### src/asp_pkg.sv
// Summary of operation
// - set-position loads a new signed 32-bit position, no pulses, no motion
// - set-position is allowed only while the axis stands still
// - each command starts on execute rising edge, sampling its parameters then
// - execute falling clears results once execution has terminated
// - set-position coordinate defaults to zero
// - a fault sets error, ends execution, code shown only while error is set
// - stop enters stopping, aborts the running move and clears the queue
// - while stopping, motion requests from other commands are refused
// - stop from standstill goes to stopping and back when execute drops
// - stopping is held while stop execute stays high, even at zero speed, unless a fault has ended the stop
// - stop done only when the ramp has ended and velocity is zero
// - stop deceleration of zero selects the fast-stop deceleration
// - deceleration is Hz/ms or ms by mode, default 20, duration capped 100000 ms
// - jerk percent 0 to 100, default 0, shapes a rate-mode stop into an S-curve; time mode ignores it
// - a completed stop leaves output frequency at zero
// - stop reports aborted and finishes when a fault preempts it
// - stop busy stays high until complete, aborted or faulted
// - done means error-free; done and error never together
package asp_pkg;

  // timing
  localparam int CLK_PERIOD_NS = 20;
  localparam int MS_NS         = 1000000;
  localparam int MS_CYCLES     = MS_NS / CLK_PERIOD_NS;

  // register byte offsets
  localparam logic [7:0] OFS_CTRL       = 8'h00;
  localparam logic [7:0] OFS_SP_POS     = 8'h04;
  localparam logic [7:0] OFS_DECEL      = 8'h08;
  localparam logic [7:0] OFS_JERK       = 8'h0c;
  localparam logic [7:0] OFS_FAST_DECEL = 8'h10;
  localparam logic [7:0] OFS_POSITION   = 8'h14;
  localparam logic [7:0] OFS_STATUS     = 8'h18;
  localparam logic [7:0] OFS_FAULT      = 8'h1c;

  // control bits
  localparam int CTRL_SP_EXEC   = 0;
  localparam int CTRL_ST_EXEC   = 1;
  localparam int CTRL_TIME_MODE = 2;
  localparam int CTRL_W         = 3;

  // status bits
  localparam int STS_SP_DONE  = 0;
  localparam int STS_SP_ERR   = 1;
  localparam int STS_ST_DONE  = 2;
  localparam int STS_ST_BUSY  = 3;
  localparam int STS_ST_ABORT = 4;
  localparam int STS_ST_ERR   = 5;
  localparam int STS_STOPPING = 6;

  // fault register fields
  localparam int FLT_SP_LSB = 0;
  localparam int FLT_ST_LSB = 8;

  // reset values and limits
  localparam logic [31:0] SP_POS_RST     = 32'h0000_0000;
  localparam logic [31:0] DECEL_RST      = 32'h0000_0014;
  localparam logic [15:0] JERK_RST       = 16'h0000;
  localparam logic [31:0] FAST_DECEL_RST = 32'h0000_03e8;
  localparam logic [31:0] DUR_MAX_MS     = 32'h0001_86a0;
  localparam logic [7:0]  JERK_MAX       = 8'h64;

  typedef enum logic [7:0] {
    FC_NONE      = 8'h00,
    FC_NOT_STILL = 8'h01,
    FC_AXIS_FLT  = 8'h02
  } asp_fault_code_t;

  typedef enum logic [3:0] {
    SC_IDLE = 4'b0001,
    SC_RAMP = 4'b0010,
    SC_HOLD = 4'b0100,
    SC_END  = 4'b1000
  } asp_stop_st_t;

  typedef struct packed {
    logic [7:0]  addr;
    logic [31:0] wdata;
    logic        wr;
    logic        rd;
  } asp_bus_req_t;

  typedef struct packed {
    logic [31:0] freq;
    logic        moving;
    logic        step;
    logic        step_dir;
    logic        move_req;
    logic        fault;
  } asp_axis_in_t;

  typedef struct packed {
    logic [31:0] freq;
    logic        stopping;
    logic        abort_move;
    logic        queue_clear;
    logic        move_refused;
  } asp_axis_out_t;

endpackage

### src/asp_axis_stop.sv
`timescale 1ns/1ps
module asp_axis_stop
  import asp_pkg::*;
#(
  parameter int MS_CYC = MS_CYCLES
)(
  input  wire logic          clk,
  input  wire logic          srst,
  input  wire asp_bus_req_t  bus,
  output logic [31:0]        rdata,
  input  wire asp_axis_in_t  axis_in,
  output asp_axis_out_t      axis_out
);

  ////////////////////////////////////////////////////////////////////////////
  // helpers
  function automatic logic [31:0] pct_of(input logic [31:0] x, input logic [7:0] p);
    logic [39:0] prod;
    prod = x * p;
    return prod[31:0] == 32'h0 && prod == 40'h0 ? 32'h0 : 32'(prod / 40'd100);
  endfunction

  function automatic logic [7:0] jerk_clamp(input logic [15:0] j);
    return (j > {8'h00, JERK_MAX}) ? JERK_MAX : j[7:0];
  endfunction

  ////////////////////////////////////////////////////////////////////////////
  // state declarations
  logic [CTRL_W-1:0] ctrl_q;
  logic [31:0]       sp_pos_q;
  logic [31:0]       decel_q;
  logic [15:0]       jerk_q;
  logic [31:0]       fast_q;
  logic [31:0]       pos_q;
  logic [1:0]        exec_prev_q;
  logic              sp_done_q;
  logic              sp_err_q;
  asp_fault_code_t   sp_code_q;
  asp_stop_st_t      st_q;
  logic              st_done_q;
  logic              st_abort_q;
  logic              st_err_q;
  asp_fault_code_t   st_code_q;
  logic [31:0]       freq_q;
  logic [31:0]       freq0_q;
  logic [31:0]       rate_q;
  logic [31:0]       rate_full_q;
  logic [31:0]       rate_inc_q;
  logic [31:0]       dur_q;
  logic [32:0]       acc_q;
  logic              time_mode_q;
  logic [31:0]       ms_cnt_q;
  logic [31:0]       out_freq_q;
  logic              pulse_q;
  logic              sp_rise;
  logic              st_rise;
  logic              stopping;
  logic              ms_tick;
  logic              sp_ok;
  logic [31:0]       eff_decel;
  logic [7:0]        jerk_eff;
  logic [32:0]       acc_add;

  ////////////////////////////////////////////////////////////////////////////
  // command edges and decode
  assign sp_rise   = ctrl_q[CTRL_SP_EXEC] & ~exec_prev_q[0];
  assign st_rise   = ctrl_q[CTRL_ST_EXEC] & ~exec_prev_q[1];
  assign stopping  = (st_q == SC_RAMP) | (st_q == SC_HOLD);
  assign sp_ok     = ~stopping & ~axis_in.moving;
  assign ms_tick   = (ms_cnt_q == 32'(MS_CYC - 1));
  assign eff_decel = (decel_q == 32'h0) ? fast_q : decel_q;
  assign jerk_eff  = jerk_clamp(jerk_q);

  // edge memory of both execute bits
  always_ff @(posedge clk) begin
    if (srst) begin
      exec_prev_q <= 2'b00;
    end else begin
      exec_prev_q <= {ctrl_q[CTRL_ST_EXEC], ctrl_q[CTRL_SP_EXEC]};
    end
  end

  ////////////////////////////////////////////////////////////////////////////
  // software registers
  always_ff @(posedge clk) begin
    if (srst) begin
      ctrl_q   <= '0;
      sp_pos_q <= SP_POS_RST;
      decel_q  <= DECEL_RST;
      jerk_q   <= JERK_RST;
      fast_q   <= FAST_DECEL_RST;
    end else if (bus.wr) begin
      case (bus.addr)
        OFS_CTRL:       ctrl_q   <= bus.wdata[CTRL_W-1:0];
        OFS_SP_POS:     sp_pos_q <= bus.wdata;
        OFS_DECEL:      decel_q  <= bus.wdata;
        OFS_JERK:       jerk_q   <= bus.wdata[15:0];
        OFS_FAST_DECEL: fast_q   <= bus.wdata;
        default:        ctrl_q   <= ctrl_q;
      endcase
    end
  end

  // read data one cycle after the strobe, zero otherwise
  always_ff @(posedge clk) begin
    if (srst || !bus.rd) begin
      rdata <= 32'h0;
    end else begin
      case (bus.addr)
        OFS_CTRL:       rdata <= {{(32-CTRL_W){1'b0}}, ctrl_q};
        OFS_SP_POS:     rdata <= sp_pos_q;
        OFS_DECEL:      rdata <= decel_q;
        OFS_JERK:       rdata <= {16'h0, jerk_q};
        OFS_FAST_DECEL: rdata <= fast_q;
        OFS_POSITION:   rdata <= pos_q;
        OFS_STATUS:     rdata <= {25'h0, stopping, st_err_q, st_abort_q,
                                  (st_q == SC_RAMP), st_done_q, sp_err_q, sp_done_q};
        OFS_FAULT:      rdata <= {16'h0, st_code_q, sp_code_q};
        default:        rdata <= 32'h0;
      endcase
    end
  end

  ////////////////////////////////////////////////////////////////////////////
  // set-position results; the command ends in its start cycle
  always_ff @(posedge clk) begin
    if (srst) begin
      sp_done_q <= 1'b0;
      sp_err_q  <= 1'b0;
      sp_code_q <= FC_NONE;
    end else if (sp_rise) begin
      sp_done_q <= sp_ok;
      sp_err_q  <= ~sp_ok;
      sp_code_q <= sp_ok ? FC_NONE : FC_NOT_STILL;
    end else if (!ctrl_q[CTRL_SP_EXEC]) begin
      // if execute already fell, results show for a single cycle
      sp_done_q <= 1'b0;
      sp_err_q  <= 1'b0;
      sp_code_q <= FC_NONE;
    end
  end

  // absolute position counter; a load wins over a pulse step
  always_ff @(posedge clk) begin
    if (srst) begin
      pos_q <= 32'h0;
    end else if (sp_rise && sp_ok) begin
      pos_q <= sp_pos_q;
    end else if (axis_in.step) begin
      pos_q <= axis_in.step_dir ? pos_q - 32'h1 : pos_q + 32'h1;
    end
  end

  ////////////////////////////////////////////////////////////////////////////
  // stop sequencer
  always_ff @(posedge clk) begin
    if (srst) begin
      st_q       <= SC_IDLE;
      st_done_q  <= 1'b0;
      st_abort_q <= 1'b0;
      st_err_q   <= 1'b0;
      st_code_q  <= FC_NONE;
    end else begin
      case (st_q)
        SC_IDLE: begin
          if (st_rise) begin
            st_q <= SC_RAMP;
          end
        end
        SC_RAMP: begin
          if (axis_in.fault) begin
            st_q       <= SC_END;
            st_abort_q <= 1'b1;
            st_err_q   <= 1'b1;
            st_code_q  <= FC_AXIS_FLT;
          end else if (freq_q == 32'h0) begin
            st_q      <= SC_HOLD;
            st_done_q <= 1'b1;
          end
        end
        SC_HOLD: begin
          // stays stopping while execute is held
          if (!ctrl_q[CTRL_ST_EXEC]) begin
            st_q      <= SC_IDLE;
            st_done_q <= 1'b0;
          end
        end
        SC_END: begin
          if (!ctrl_q[CTRL_ST_EXEC]) begin
            st_q       <= SC_IDLE;
            st_abort_q <= 1'b0;
            st_err_q   <= 1'b0;
            st_code_q  <= FC_NONE;
          end
        end
        default: begin
          st_q <= SC_IDLE;
        end
      endcase
    end
  end

  ////////////////////////////////////////////////////////////////////////////
  // ramp parameters caught at the start edge
  always_ff @(posedge clk) begin
    if (srst) begin
      time_mode_q <= 1'b0;
      rate_q      <= 32'h0;
      rate_full_q <= 32'h0;
      rate_inc_q  <= 32'h0;
      dur_q       <= 32'h0;
      freq0_q     <= 32'h0;
    end else if (st_rise && st_q == SC_IDLE) begin
      time_mode_q <= ctrl_q[CTRL_TIME_MODE];
      freq0_q     <= axis_in.freq;
      dur_q       <= (eff_decel > DUR_MAX_MS) ? DUR_MAX_MS : eff_decel;
      rate_full_q <= eff_decel;
      // s-curve: start at a reduced rate and grow back to full
      rate_q      <= pct_of(eff_decel, JERK_MAX - jerk_eff);
      rate_inc_q  <= (pct_of(eff_decel, jerk_eff) == 32'h0) ? 32'h1
                                                            : pct_of(eff_decel, jerk_eff);
    end else if (st_q == SC_RAMP && ms_tick && !time_mode_q) begin
      rate_q <= (rate_q + rate_inc_q > rate_full_q) ? rate_full_q
                                                    : rate_q + rate_inc_q;
    end
  end

  // millisecond timebase, only runs while ramping
  always_ff @(posedge clk) begin
    if (srst || st_q != SC_RAMP) begin
      ms_cnt_q <= 32'h0;
    end else begin
      ms_cnt_q <= ms_tick ? 32'h0 : ms_cnt_q + 32'h1;
    end
  end

  // time mode spreads freq0 over dur ms, one hertz removed per cycle as owed;
  // the share is booked at the start of each ms so the ramp ends on time, and
  // at most one hertz goes per cycle, so freq0 / dur above MS_CYC runs late
  assign acc_add = (ms_cnt_q == 32'h0) ? {1'b0, freq0_q} : 33'h0;

  always_ff @(posedge clk) begin
    if (srst || st_q != SC_RAMP) begin
      acc_q <= 33'h0;
    end else if (acc_q >= {1'b0, dur_q}) begin
      acc_q <= acc_q - {1'b0, dur_q} + acc_add;
    end else begin
      acc_q <= acc_q + acc_add;
    end
  end

  // ramped frequency
  always_ff @(posedge clk) begin
    if (srst) begin
      freq_q <= 32'h0;
    end else if (st_rise && st_q == SC_IDLE) begin
      freq_q <= axis_in.freq;
    end else if (st_q == SC_RAMP) begin
      if (axis_in.fault) begin
        freq_q <= 32'h0;
      end else if (time_mode_q) begin
        if (dur_q == 32'h0) begin
          freq_q <= 32'h0;
        end else if (acc_q >= {1'b0, dur_q} && freq_q != 32'h0) begin
          freq_q <= freq_q - 32'h1;
        end
      end else if (ms_tick) begin
        freq_q <= (freq_q > rate_q) ? freq_q - rate_q : 32'h0;
      end
    end
  end

  ////////////////////////////////////////////////////////////////////////////
  // axis-side outputs
  always_ff @(posedge clk) begin
    if (srst) begin
      out_freq_q <= 32'h0;
      pulse_q    <= 1'b0;
    end else begin
      // idle passes the move generator through; otherwise the ramp drives
      out_freq_q <= (st_q == SC_IDLE) ? axis_in.freq : freq_q;
      pulse_q    <= st_rise && st_q == SC_IDLE;
    end
  end

  assign axis_out.freq         = out_freq_q;
  assign axis_out.stopping     = stopping;
  assign axis_out.abort_move   = pulse_q;
  assign axis_out.queue_clear  = pulse_q;
  assign axis_out.move_refused = axis_in.move_req & stopping;
endmodule // asp_axis_stop

### config.mk
export PLATFORM = sky130hd
export DESIGN_NAME = asp_axis_stop
export DESIGN_NICKNAME = d
export VERILOG_FILES = /design/src/asp_pkg.sv /design/src/asp_axis_stop.sv
export SDC_FILE = /design/constraint.sdc
export NUM_CORES = 2
export LEC_CHECK = 0
export BUFFER_PORTS_ARGS = -buffer_cell sky130_fd_sc_hd__buf_2
export CELL_PAD_IN_SITES_DETAIL_PLACEMENT = 1
export CELL_PAD_IN_SITES_GLOBAL_PLACEMENT = 2
export CORE_MARGIN = 2
export CORE_UTILIZATION = 39
export DETAILED_ROUTE_END_ITERATION = 10
export GPL_TIMING_DRIVEN = 0
export PLACE_DENSITY = 0.9
export SLEW_MARGIN = 20
export SYNTH_ARGS = -nofsm -noshare
export SYNTH_HDL_FRONTEND = slang
export SYNTH_SLANG_ARGS = --single-unit
export TNS_END_PERCENT = 100
### constraint.sdc
create_clock -name clk -period 38.5 [get_ports clk]
set_input_delay 9.625 -clock clk [delete_from_list [all_inputs] [get_ports clk]]
set_output_delay 9.625 -clock clk [all_outputs]
set_load 0.02 [all_outputs]
==> results_dict.tcl <==
set metrics [dict create \
    drc 0 \
    syn_inst 8013 \
    grt_first_pass_wirelength_um 388000 \
    hp-start "freq0_q[14]" \
    slowest_stage "xnor2_1" \
    cts_hold_buf 0 \
    dieHeight_um 399 \
    critPathCaptureType "register" \
    crit-reg2reg-capture "rate_inc_q[0]" \
    clk_pin_slew_ns 0.06 \
    via_count 63005 \
    synth_area_um2 61000 \
    use_met1 0.397 \
    synthArstFlopShare 0 \
    fill_cells 19453 \
    use_met3 0.0469 \
    regToRegSetupSlack_ns 3.11 \
    area_growth_pct 9.47 \
    final-hold-violation-count 0 \
    dieWidth_um 399 \
    dpl.hpwl_um 207000 \
    hold_path_class "register to register" \
    avgSynthCellArea_um2 7.61 \
    status "complete, no violations" \
    antenna_found_initial 3 \
    crit_type "register to register" \
    pin_count 149 \
    timing.final.crit_share 0.919 \
    whs_path_depth 2 \
    crit_path_frequent_cell "a21oi_1" \
    r2r.worst_path.cells 101 \
    drt-initial-drc-count 4709 \
    rows 145 \
    cts_buffers 57 \
    arrival_ns 35.89 \
    gp_congestion 0.972 \
    antenna_left 0 \
    cts_tree "yes" \
    post-route-min-period_ns 35.39 \
    grt.busiest_layer "met2" \
    ctsResizeCount 0 \
    final_cell_mix "nand2_1 (937), nor2_1 (849), inv_1 (803)" \
    postCtsSetupBuffers 0 \
    rsz0062_at_grt "no" \
    insertion_delay_ns 0.70 \
    root_buffer "clkbuf_16" \
    timing.rr.start "decel_q[24]" \
    setup_viol 0 \
    cp_max_fo 10 \
    grt_util_met2 0.515 \
    groute.usage.overall 0.309 \
    postRouteWirelength_um 252000 \
    cts_buffer_depth 3 \
    fmax_ghz 0.0283 \
    finalSetupTns_ns 0 \
    worst_slew_pin_slew_ns 1.18 \
    synth_flop_cell "dfxtp_1" \
    layout_commonest_cell "nand2_1" \
    drt-pass1-iter-count 7 \
    max_stage_delay_ns 0.75 \
    slew_viol_final 0 \
    start_util 0.391 \
    critPathLaunchType "register" \
    ys_ff_latch 480 \
    worstPathRequired_ns 39.00 \
    synth-edff-count 0 \
    max_cap_viol_count 0 \
    slew_headroom 0.212 \
    grt_pass1_vias 64702 \
    overflow 0 \
    core_area_um2 156000 \
    dieArea_um2 160000 \
    drive_above_1_share 0.0843 \
    via_per_inst 6.06 \
    clkSinkCount 480 \
    fin_nets 9112 \
    cts_htree_levels 2 \
    grt_max_degree 33 \
    yosysSeqAreaShare 0.158 \
    yosys_warnings 0 \
    wire_per_inst_um 24.2 \
    ys_types 168 \
    min_to "freq0_q[14]" \
    fin_worst_skew_ns 0.0552 \
    port_buffers 146 \
]
worst max-delay path, delay by kind of cell, from the launching register on:
family / cells / cell delay [ns]
multiplexers: 4 / 1.67
flip-flops: 1 / 0.36
AO/OA/AOI/OAI: 55 / 18.59
XOR/XNOR: 9 / 3.24
buffers and inverters: 11 / 3.74
AND/OR/NAND/NOR: 17 / 5.08
adder cells (fa/ha/maj): 5 / 2.44
area by class of cell:
| type | count | area (um^2) | area share |
|---|---|---|---|
| Multi-Input combinational cell | 6406 | 46800 | 0.701 |
| Clock buffer | 75 | 1560 | 0.0233 |
| Sequential cell | 480 | 9610 | 0.144 |
| Timing Repair Buffer | 155 | 822 | 0.0123 |
| Clock inverter | 33 | 509 | 0.00763 |
| Antenna cell | 3 | 7.51 | 0.000112 |
| Inverter | 804 | 3020 | 0.0452 |
| Buffer | 385 | 1900 | 0.0284 |
| Tap cell | 2058 | 2570 | 0.0386 |
per-layer routing:
metal | routed length [um] | up-vias
li1 | - | 28714
met1 | 107000 | 31748
met2 | 116000 | 2035
met3 | 16400 | 506
met4 | 12200 | 2
met5 | 13 | -
cells in the mapped netlist, types with 83 or more instances:
cell type / count / area share
a211oi_1: 170 / 0.021
a21o_1: 168 / 0.021
a21oi_1: 754 / 0.062
a22oi_1: 83 / 0.010
clkbuf_1: 251 / 0.015
dfxtp_1: 480 / 0.16
fa_1: 396 / 0.13
ha_1: 346 / 0.071
inv_1: 803 / 0.049
nand2_1: 937 / 0.058
nand3_1: 133 / 0.011
nor2_1: 851 / 0.052
nor3_1: 149 / 0.012
o21ai_0: 234 / 0.019
o21bai_1: 113 / 0.014
xnor2_1: 279 / 0.040
xor2_1: 130 / 0.019
how the worst max path moves through the flow:
stage | start | end | slack [ns] | cells past startpoint
final | decel_q[24] | rate_inc_q[0] | 3.11 | 101
after global routing | decel_q[25] | rate_inc_q[0] | 1.23 | 101
after CTS | decel_q[24] | rate_inc_q[0] | 4.02 | 101
after detailed placement | decel_q[24] | rate_inc_q[0] | 4.17 | 103
after global placement | decel_q[24] | rate_inc_q[0] | 3.91 | 102
after floorplan | jerk_q[9] | rate_q[0] | 11.80 | 110
per-stage QoR:
stage | cell area (um^2) | hold slack, ns | utilization | cells | setup WS [ns]
after detailed placement | 64700 | 0.449 | 0.415 | 10287 | 4.17
after CTS | 66700 | 0.470 | 0.428 | 10395 | 4.02
after floorplan | 61200 | 0.426 | - | 8075 | 11.80
final | 66800 | 0.468 | 0.428 | 10399 | 3.11
after global routing | 66800 | 0.487 | 0.428 | 10396 | 1.23
after global placement | 64500 | 0.439 | 0.414 | 10279 | 3.91
registers in the layout (all words and copies together), names as in the netlist, 3 cells and up:
signal	flops
acc_q	33
ctrl_q	3
decel_q	32
dur_q	32
fast_q	32
freq0_q	32
freq_q	32
jerk_q	16
ms_cnt_q	32
out_freq_q	32
pos_q	32
rate_full_q	32
rate_inc_q	32
rate_q	32
rdata	32
sp_pos_q	32
st_q	4
cells by family after synthesis:
group           after synthesis  synth area share
compound gates             2436             0.282
xor+xnor                    423            0.0625
fa+ha+maj                   753             0.203
buf+inv                    1189            0.0805
flops                       480             0.158
mux                         107            0.0191
other cells                   2          0.000123
simple gates               2623             0.195
Power is not shown: default switching activity piles up to over one toggle a cycle in this logic, so the estimate is an artifact.
